===== src/design/hub_cfg_pkg.sv =====
// Shared constants for the hub configuration register bank
package hub_cfg_pkg;

	localparam int ADDR_W = 8;
	localparam int DATA_W = 8;

	// Register offsets on the byte-wide register port
	localparam logic [7:0] ADDR_STATUS_CMD   = 8'h00;
	localparam logic [7:0] ADDR_PROT_LO      = 8'h01;
	localparam logic [7:0] ADDR_CFG_ONE      = 8'h07;
	localparam logic [7:0] ADDR_CFG_TWO      = 8'h08;
	localparam logic [7:0] ADDR_FIXED_MASK   = 8'h09;
	localparam logic [7:0] ADDR_SP_OFF_MASK  = 8'h0A;
	localparam logic [7:0] ADDR_PROT_HI      = 8'h10;

	// Reset values
	localparam logic [7:0] CFG_RESET_VAL     = 8'h00;

	// Byte one fields
	localparam int CFG1_POWER_MODE    = 7;
	localparam int CFG1_LED_SUPPORT   = 6;
	localparam int CFG1_FS_ONLY       = 5;
	localparam int CFG1_PER_PORT_TT   = 4;
	localparam int CFG1_EOP_SUPPRESS  = 3;
	localparam int CFG1_OC_SENSE_HI   = 2;
	localparam int CFG1_OC_SENSE_LO   = 1;
	localparam int CFG1_PWR_SWITCH    = 0;

	// Byte two fields
	localparam int HUB_CONFIG_BYTE_TWO_DYNAMIC       = 7;
	localparam int HUB_CONFIG_BYTE_TWO_OC_DELAY_HI   = 5;
	localparam int HUB_CONFIG_BYTE_TWO_OC_DELAY_LO   = 4;
	localparam int HUB_CONFIG_BYTE_TWO_COMPOUND      = 3;
	localparam logic [7:0] HUB_CONFIG_BYTE_TWO_WRITABLE = 8'hB8;

	// Port masks: bit 0 reserved, reads zero
	localparam logic [7:0] PORT_MASK_WRITABLE = 8'hFE;

	// Status/command bits
	localparam int STCMD_SOFT_RESET = 2;
	localparam int STCMD_LOCK       = 1;

	// Over-current sensing codes
	typedef enum logic [1:0] {
		OC_GANGED   = 2'h0,
		OC_PER_PORT = 2'h1
	} oc_sense_type;

	// Over-current delay figures in microseconds
	localparam int OC_DELAY0_US = 100;
	localparam int OC_DELAY1_US = 2000;
	localparam int OC_DELAY2_US = 4000;
	localparam int OC_DELAY3_US = 6000;
	localparam int CLK_MHZ      = 100;

endpackage : hub_cfg_pkg


===== src/design/cfg_byte_if.sv =====
// Carrier between the register bank and its field decoder
`timescale 1ns/1ns
interface cfg_byte_if;
	logic [7:0] cfgOne;
	logic [7:0] cfgTwo;
	logic [7:0] offMask;
	logic       supplySense;

	modport bank
	(
		output cfgOne,
		output cfgTwo,
		output offMask,
		output supplySense
	);
	modport decode
	(
		input  cfgOne,
		input  cfgTwo,
		input  offMask,
		input  supplySense
	);
endinterface : cfg_byte_if


===== src/design/pin_sync.sv =====
// Three-stage synchroniser with agreement filter for a pin level
`timescale 1ns/1ns
module pin_sync
(
	input  wire logic mclk,
	input  wire logic rst,
	input  wire logic pinIn,
	output logic      level
);
	logic stage1;
	logic stage2;
	logic stage3;

	// First stage feeds only the second
	always_ff @(posedge mclk or posedge rst)
	begin
		if (rst)
		begin
			stage1 <= 1'b0;
			stage2 <= 1'b0;
			stage3 <= 1'b0;
		end
		else
		begin
			stage1 <= pinIn;
			stage2 <= stage1;
			stage3 <= stage2;
		end
	end

	// Change counts only once the last two stages agree
	always_ff @(posedge mclk or posedge rst)
	begin
		if (rst)
			level <= 1'b0;
		else if (stage2 == stage3)
			level <= stage3;
	end
endmodule : pin_sync


===== src/design/hub_cfg_decode.sv =====
// Decodes configuration bytes into hub control levels
`timescale 1ns/1ns
module hub_cfg_decode
(
	input  wire logic         mclk,
	input  wire logic         rst,
	cfg_byte_if.decode        cfg,
	output logic              selfPowered,
	output logic              perPortOcSense,
	output logic [19:0]       ocDelayCycles,
	output logic [7:0]        portDisable
);
	logic modeNext;
	logic [19:0] delayNext;

	// Power mode: dynamic switching follows the supply pin
	always_comb
	begin
		if (cfg.cfgTwo[hub_cfg_pkg::HUB_CONFIG_BYTE_TWO_DYNAMIC])
			modeNext = cfg.supplySense;
		else
			modeNext = cfg.cfgOne[hub_cfg_pkg::CFG1_POWER_MODE];
	end

	// Over-current delay in clock cycles; 20 bits so the 6 ms count is not cut
	always_comb
	begin
		unique case (cfg.cfgTwo[hub_cfg_pkg::HUB_CONFIG_BYTE_TWO_OC_DELAY_HI:hub_cfg_pkg::HUB_CONFIG_BYTE_TWO_OC_DELAY_LO])
			2'h0: delayNext = 20'(hub_cfg_pkg::OC_DELAY0_US * hub_cfg_pkg::CLK_MHZ);
			2'h1: delayNext = 20'(hub_cfg_pkg::OC_DELAY1_US * hub_cfg_pkg::CLK_MHZ);
			2'h2: delayNext = 20'(hub_cfg_pkg::OC_DELAY2_US * hub_cfg_pkg::CLK_MHZ);
			2'h3: delayNext = 20'(hub_cfg_pkg::OC_DELAY3_US * hub_cfg_pkg::CLK_MHZ);
		endcase
	end

	// Registered outputs; unused sense codes fall back to ganged
	always_ff @(posedge mclk or posedge rst)
	begin
		if (rst)
		begin
			selfPowered    <= 1'b0;
			perPortOcSense <= 1'b0;
			ocDelayCycles  <= 20'h00000;
			portDisable    <= 8'h00;
		end
		else
		begin
			selfPowered    <= modeNext;
			perPortOcSense <= (cfg.cfgOne[hub_cfg_pkg::CFG1_OC_SENSE_HI:hub_cfg_pkg::CFG1_OC_SENSE_LO]
				== hub_cfg_pkg::OC_PER_PORT);
			ocDelayCycles  <= delayNext;
			portDisable    <= modeNext ? cfg.offMask : 8'h00;
		end
	end
endmodule : hub_cfg_decode


===== src/design/hub_config_register_bank.sv =====
// Hub configuration register bank behind the byte-wide register port
`timescale 1ns/1ns
module hub_config_register_bank
(
	input  wire logic        mclk,
	input  wire logic        rst,
	input  wire logic [7:0]  regAddr,
	input  wire logic        regWrite,
	input  wire logic        regRead,
	input  wire logic [7:0]  regWdata,
	output logic [7:0]       regRdata,
	input  wire logic        local_supply_sense_pin,
	output logic             power_mode_select,
	output logic             led_indicator_support,
	output logic             full_speed_only,
	output logic             per_port_translator_en,
	output logic             frame_end_eop_suppress,
	output logic [1:0]       overcurrent_sense_mode,
	output logic             port_power_switch_mode,
	output logic [1:0]       overcurrent_delay_sel,
	output logic             compoundDevice,
	output logic [7:0]       fixed_port_mask,
	output logic [7:0]       self_power_port_off_mask,
	output logic             config_lock,
	output logic             selfPowered,
	output logic             perPortOcSense,
	output logic [19:0]      ocDelayCycles,
	output logic [7:0]       portDisable
);
	logic [7:0] cfgOne_reg;
	logic [7:0] cfgTwo_reg;
	logic [7:0] fixedMask_reg;
	logic [7:0] offMask_reg;
	logic       lock_reg;
	logic       softReset_reg;
	logic       supplyLevel;
	logic       inProtRange;
	logic       wrEnable;
	logic [7:0] readNext;

	cfg_byte_if cfgBus ();

	pin_sync supplySync
	(
		.mclk   (mclk),
		.rst    (rst),
		.pinIn  (local_supply_sense_pin),
		.level  (supplyLevel)
	);

	// Configuration memory writes, gated by the lock
	assign inProtRange = (regAddr >= hub_cfg_pkg::ADDR_PROT_LO) && (regAddr <= hub_cfg_pkg::ADDR_PROT_HI);
	assign wrEnable    = regWrite && !(lock_reg && inProtRange);

	// Soft reset pulse: one cycle, then self-clears
	always_ff @(posedge mclk or posedge rst)
	begin
		if (rst)
			softReset_reg <= 1'b0;
		else
			softReset_reg <= regWrite && (regAddr == hub_cfg_pkg::ADDR_STATUS_CMD)
				&& regWdata[hub_cfg_pkg::STCMD_SOFT_RESET] && !softReset_reg;
	end

	// Lock is write-once; only the hard reset clears it
	always_ff @(posedge mclk or posedge rst)
	begin
		if (rst)
			lock_reg <= 1'b0;
		else if (regWrite && (regAddr == hub_cfg_pkg::ADDR_STATUS_CMD) && regWdata[hub_cfg_pkg::STCMD_LOCK])
			lock_reg <= 1'b1;
	end

	// Byte one
	always_ff @(posedge mclk or posedge rst)
	begin
		if (rst)
			cfgOne_reg <= hub_cfg_pkg::CFG_RESET_VAL;
		else if (softReset_reg)
			cfgOne_reg <= hub_cfg_pkg::CFG_RESET_VAL;
		else if (wrEnable && regAddr == hub_cfg_pkg::ADDR_CFG_ONE)
			cfgOne_reg <= regWdata;
	end

	// Byte two; reserved bits never stored
	always_ff @(posedge mclk or posedge rst)
	begin
		if (rst)
			cfgTwo_reg <= hub_cfg_pkg::CFG_RESET_VAL;
		else if (softReset_reg)
			cfgTwo_reg <= hub_cfg_pkg::CFG_RESET_VAL;
		else if (wrEnable && regAddr == hub_cfg_pkg::ADDR_CFG_TWO)
			cfgTwo_reg <= regWdata & hub_cfg_pkg::HUB_CONFIG_BYTE_TWO_WRITABLE;
	end

	// Port masks; bit 0 is held at zero
	always_ff @(posedge mclk or posedge rst)
	begin
		if (rst)
		begin
			fixedMask_reg <= hub_cfg_pkg::CFG_RESET_VAL;
			offMask_reg   <= hub_cfg_pkg::CFG_RESET_VAL;
		end
		else if (softReset_reg)
		begin
			fixedMask_reg <= hub_cfg_pkg::CFG_RESET_VAL;
			offMask_reg   <= hub_cfg_pkg::CFG_RESET_VAL;
		end
		else if (wrEnable)
		begin
			if (regAddr == hub_cfg_pkg::ADDR_FIXED_MASK)
				fixedMask_reg <= regWdata & hub_cfg_pkg::PORT_MASK_WRITABLE;
			if (regAddr == hub_cfg_pkg::ADDR_SP_OFF_MASK)
				offMask_reg <= regWdata & hub_cfg_pkg::PORT_MASK_WRITABLE;
		end
	end

	// Read mux; unmapped offsets read zero
	always_comb
	begin
		unique case (regAddr)
			hub_cfg_pkg::ADDR_STATUS_CMD:  readNext = {6'h00, lock_reg, 1'b0};
			hub_cfg_pkg::ADDR_CFG_ONE:     readNext = cfgOne_reg;
			hub_cfg_pkg::ADDR_CFG_TWO:     readNext = cfgTwo_reg;
			hub_cfg_pkg::ADDR_FIXED_MASK:  readNext = fixedMask_reg;
			hub_cfg_pkg::ADDR_SP_OFF_MASK: readNext = offMask_reg;
			default:                       readNext = 8'h00;
		endcase
	end

	// Read data registered, updated on a read strobe
	always_ff @(posedge mclk or posedge rst)
	begin
		if (rst)
			regRdata <= 8'h00;
		else if (regRead)
			regRdata <= readNext;
	end

	// Field outputs straight from the stored bytes
	assign power_mode_select      = cfgOne_reg[hub_cfg_pkg::CFG1_POWER_MODE];
	assign led_indicator_support  = cfgOne_reg[hub_cfg_pkg::CFG1_LED_SUPPORT];
	assign full_speed_only        = cfgOne_reg[hub_cfg_pkg::CFG1_FS_ONLY];
	assign per_port_translator_en = cfgOne_reg[hub_cfg_pkg::CFG1_PER_PORT_TT];
	assign frame_end_eop_suppress = cfgOne_reg[hub_cfg_pkg::CFG1_EOP_SUPPRESS];
	assign overcurrent_sense_mode = cfgOne_reg[hub_cfg_pkg::CFG1_OC_SENSE_HI:hub_cfg_pkg::CFG1_OC_SENSE_LO];
	assign port_power_switch_mode = cfgOne_reg[hub_cfg_pkg::CFG1_PWR_SWITCH];
	assign overcurrent_delay_sel  = cfgTwo_reg[hub_cfg_pkg::HUB_CONFIG_BYTE_TWO_OC_DELAY_HI:hub_cfg_pkg::HUB_CONFIG_BYTE_TWO_OC_DELAY_LO];
	assign compoundDevice         = cfgTwo_reg[hub_cfg_pkg::HUB_CONFIG_BYTE_TWO_COMPOUND];
	assign fixed_port_mask        = fixedMask_reg;
	assign self_power_port_off_mask = offMask_reg;
	assign config_lock            = lock_reg;

	assign cfgBus.cfgOne      = cfgOne_reg;
	assign cfgBus.cfgTwo      = cfgTwo_reg;
	assign cfgBus.offMask     = offMask_reg;
	assign cfgBus.supplySense = supplyLevel;

	// Derived power and over-current controls
	hub_cfg_decode decoder
	(
		.mclk           (mclk),
		.rst            (rst),
		.cfg            (cfgBus.decode),
		.selfPowered    (selfPowered),
		.perPortOcSense (perPortOcSense),
		.ocDelayCycles  (ocDelayCycles),
		.portDisable    (portDisable)
	);
endmodule : hub_config_register_bank


===== config.mk =====
export PLATFORM = sky130hd
export DESIGN_NAME = hub_config_register_bank
export DESIGN_NICKNAME = d
export VERILOG_FILES = /design/src/design/hub_cfg_pkg.sv /design/src/design/cfg_byte_if.sv /design/src/design/pin_sync.sv /design/src/design/hub_cfg_decode.sv /design/src/design/hub_config_register_bank.sv
export SDC_FILE = /design/constraint.sdc
export NUM_CORES = 1
export LEC_CHECK = 0
export BUFFER_PORTS_ARGS = -buffer_cell sky130_fd_sc_hd__buf_2
export CORE_AREA = 2 2 86 88
export DETAILED_ROUTE_END_ITERATION = 12
export DIE_AREA = 0 0 88 90
export SYNTH_ARGS = -nofsm -noshare
export SYNTH_HDL_FRONTEND = slang
export SYNTH_HIERARCHICAL = 1
export SYNTH_SLANG_ARGS = --single-unit

===== constraint.sdc =====
create_clock -name mclk -period 2.2 [get_ports mclk]
set_input_delay 0.22 -clock mclk [delete_from_list [all_inputs] [get_ports mclk]]
set_output_delay 0.22 -clock mclk [all_outputs]
set_load 0.01 [all_outputs]

==> flow_summary.json <==
{
  "status": "complete, no violations",
  "nFillCells": 668,
  "initial_utilization": 0.391,
  "yosys.area.top_type": "dfrtp_1",
  "yosysSeqAreaShare": 0.538,
  "place_area_sq_um": 3160,
  "post_cts_buffers": 0,
  "cellPowerDensity_nw_per_um2": 777,
  "grt_max_degree": 37,
  "power.total_mw": 2.64,
  "cts_buffers": 9,
  "syn_to_final_growth_pct": 24.0,
  "hpwl_um": 4570,
  "h-tree-depth": 3,
  "wirelength_um": 6170,
  "grt.total_usage": 0.168,
  "dieArea_sq_um": 7920,
  "antenna_found_initial": 0,
  "final_cell_area_sq_um": 3400,
  "vias": 2000,
  "p_leak_nw": 1.73,
  "switchingPower_uw": 678,
  "tightestPinTransition_ns": 0.752,
  "max_stage_delay_ns": 0.59,
  "clock_latency_ns": 0.34,
  "syn_avg_cell_area_sq_um": 11.5,
  "crit_slowest_cell": "or3b_1",
  "critPathLaunchType": "register",
  "synth-async-reset-ratio": 1.00,
  "port_buffers": 77,
  "layout_min_cycle_time_ns": 1.56,
  "cts-root-buf": "clkbuf_8",
  "drtPass1Iterations": 4,
  "gp_congestion": 0.763,
  "clkPwrFrac": 0.420,
  "synth_edf_count": 0,
  "vias_per_cell": 4.76,
  "p_int_mw": 1.97,
  "yosysWarnings": 6,
  "met3_usage": 0.0404,
  "die_x_um": 88,
  "worst_slack_ns": 0.644,
  "path_clk_slew_ns": 0.07,
  "syn-cell-area_sq_um": 2750,
  "drv_slew": 0,
  "vdd_ir_drop_max_uv": 311,
  "first_global_vias": 2004,
  "cts_tree": "done",
  "swShare": 0.257,
  "fin_hold_ws_ns": 0.143,
  "hp-class": "in -> reg",
  "worstPathRequired_ns": 2.40,
  "drt_iter0_markers": 54,
  "hold_viol_final": 0,
  "met2_usage": 0.262,
  "largest_reg_flops": 9,
  "p_seq_frac": 0.459,
  "cts_resized": 0,
  "p_comb_frac": 0.121,
  "grt_pass1_wl_um": 10100,
  "drv_cap": 0,
  "drc": 0,
  "crit_chain": "o41ai_4, nand2_1, or3b_1, mux2i_1",
  "row_count": 31,
  "cts.path.max_buffers": 2,
  "drive_gt1_frac": 0.333,
  "slew_headroom": 0.499,
  "fmax_ghz": 0.642,
  "worstPathArrival_ns": 1.76,
  "antenna_cells": 0,
  "synth_top_area_share": 0.538,
  "nets": 343,
  "yosys-top-cells-area": "dfrtp_1 (54%), mux2i_1 (5.1%), buf_4 (4.6%)",
  "core_area_sq_um": 7020,
  "postCtsHoldBufs": 2,
  "synth_flop_cell": "dfrtp_1",
  "largest-register": "decoder/ocDelayCycles",
  "place_ws_ns": 0.345,
  "io_pins": 87,
  "busiest_layer": "met2",
  "dp.cells": 402,
  "syn_inst": 238,
  "grt_overflow": 0,
  "critPathTopFamily": "simple AND/OR/NAND/NOR gates",
  "cp_max_fo": 7,
  "endpoint_kind": "register",
  "crit_buf_inv": 0,
  "rsz0062_at_grt": "false",
  "met1_usage": 0.221,
  "cts_sinks": 59,
  "avgRoutedWirePerCell_um": 14.7,
  "finish.utilization": 0.485,
  "skew_ns": 0.00775,
  "synthDistinctLibCells": 42,
  "synth-seq-cells": 59,
  "fp.dieH_um": 90,
  "postRouteAntennaNets": 0,
  "tns_ns": 0,
  "path_class": "reg -> reg",
  "finalSetupViolCount": 0,
  "fin_cells": 420,
  "period_share": 0.707
}
## Yosys cell counts (2+ instances only)
master / n
and2_1: 4
a22o_1: 2
nand3_1: 3
conb_1: 2
o22ai_1: 6
buf_4: 17
dfrtp_1: 59
nand2b_1: 20
inv_1: 16
nand3b_1: 14
nor2b_1: 11
o21ai_0: 16
a2bb2oi_1: 2
a22oi_1: 4
mux2i_1: 14
a222oi_1: 2
ha_1: 6
nand4_1: 2
nor2_1: 7
nand2_1: 2
mux2_2: 2
clkbuf_1: 7
## metal layers
layer / up-vias / part of all wire
li1: 948 / -
met1: 981 / 0.43
met2: 62 / 0.50
met3: 9 / 0.052
met4: 0 / 0.016
met5: - / 0
## path summary, 6_finish.rpt
check	startpoint	endpoint	slack, ns	cells past startpoint
min in group asynchronous	rst	supplySync/level	0.32	3
worst max-delay path	config_lock	self_power_port_off_mask[4]	0.64	4
worst max register to register	config_lock	self_power_port_off_mask[4]	0.64	4
worst min register to register	supplySync/stage1	supplySync/stage2	0.34	0
max in group asynchronous	rst	decoder/perPortOcSense	1.20	3
worst min-delay path	regWdata[0]	cfgBus.cfgOne[0]	0.14	3
## power by group through the flow
stage / Sequential [mW] / Clock [mW] / Combinational, mW
floorplan: 1.26 / 0 / 0.179
finish: 1.21 / 1.11 / 0.320
global route: 1.22 / 1.19 / 0.361
detailed placement: 1.24 / 0 / 0.323
global placement: 1.23 / 0 / 0.317
CTS: 1.22 / 1.13 / 0.326
## cells by family after synthesis
group / after synthesis / share of synthesized area
simple gates: 74 / 0.181
flops: 59 / 0.538
buf+inv: 41 / 0.0820
compound gates: 38 / 0.0980
mux: 17 / 0.0674
fa+ha+maj: 7 / 0.0314
other cells: 2 / 0.00273
## placed cells by master, fill, tap and decap left out, drive strengths merged, types with 3 or more instances in the layout
cell type / netlist / final
inv: 16 / 16
o21ai: 16 / 16
nand3: 3 / 3
nand3b: 14 / 14
nor2b: 12 / 12
o22ai: 6 / 6
and2: 4 / 4
clkbuf: 7 / 10
a22oi: 4 / 4
nand2b: 20 / 20
mux2i: 15 / 15
nor2: 7 / 7
buf: 18 / 82
ha: 6 / 6
conb: 2 / 10
dfrtp: 59 / 59
## worst reg2reg max path, stage by stage, from the launching register on
cell and delay [ns]:
dfrtp_1 0.44, o41ai_4 0.09, nand2_1 0.11, or3b_1 0.59
mux2i_1 0.20
## final cells by class
cell class,instances,area (sq um),share of cell area
flip-flops and latches,59,1480,0.434
clock buffers,10,138,0.0404
well taps,99,124,0.0364
clock inverters,6,88.8,0.0261
repair buffers,84,443,0.130
inverters,16,60.1,0.0176
multi-input cells,146,1070,0.316
No activity file was read; power rests on OpenSTA's default activity.
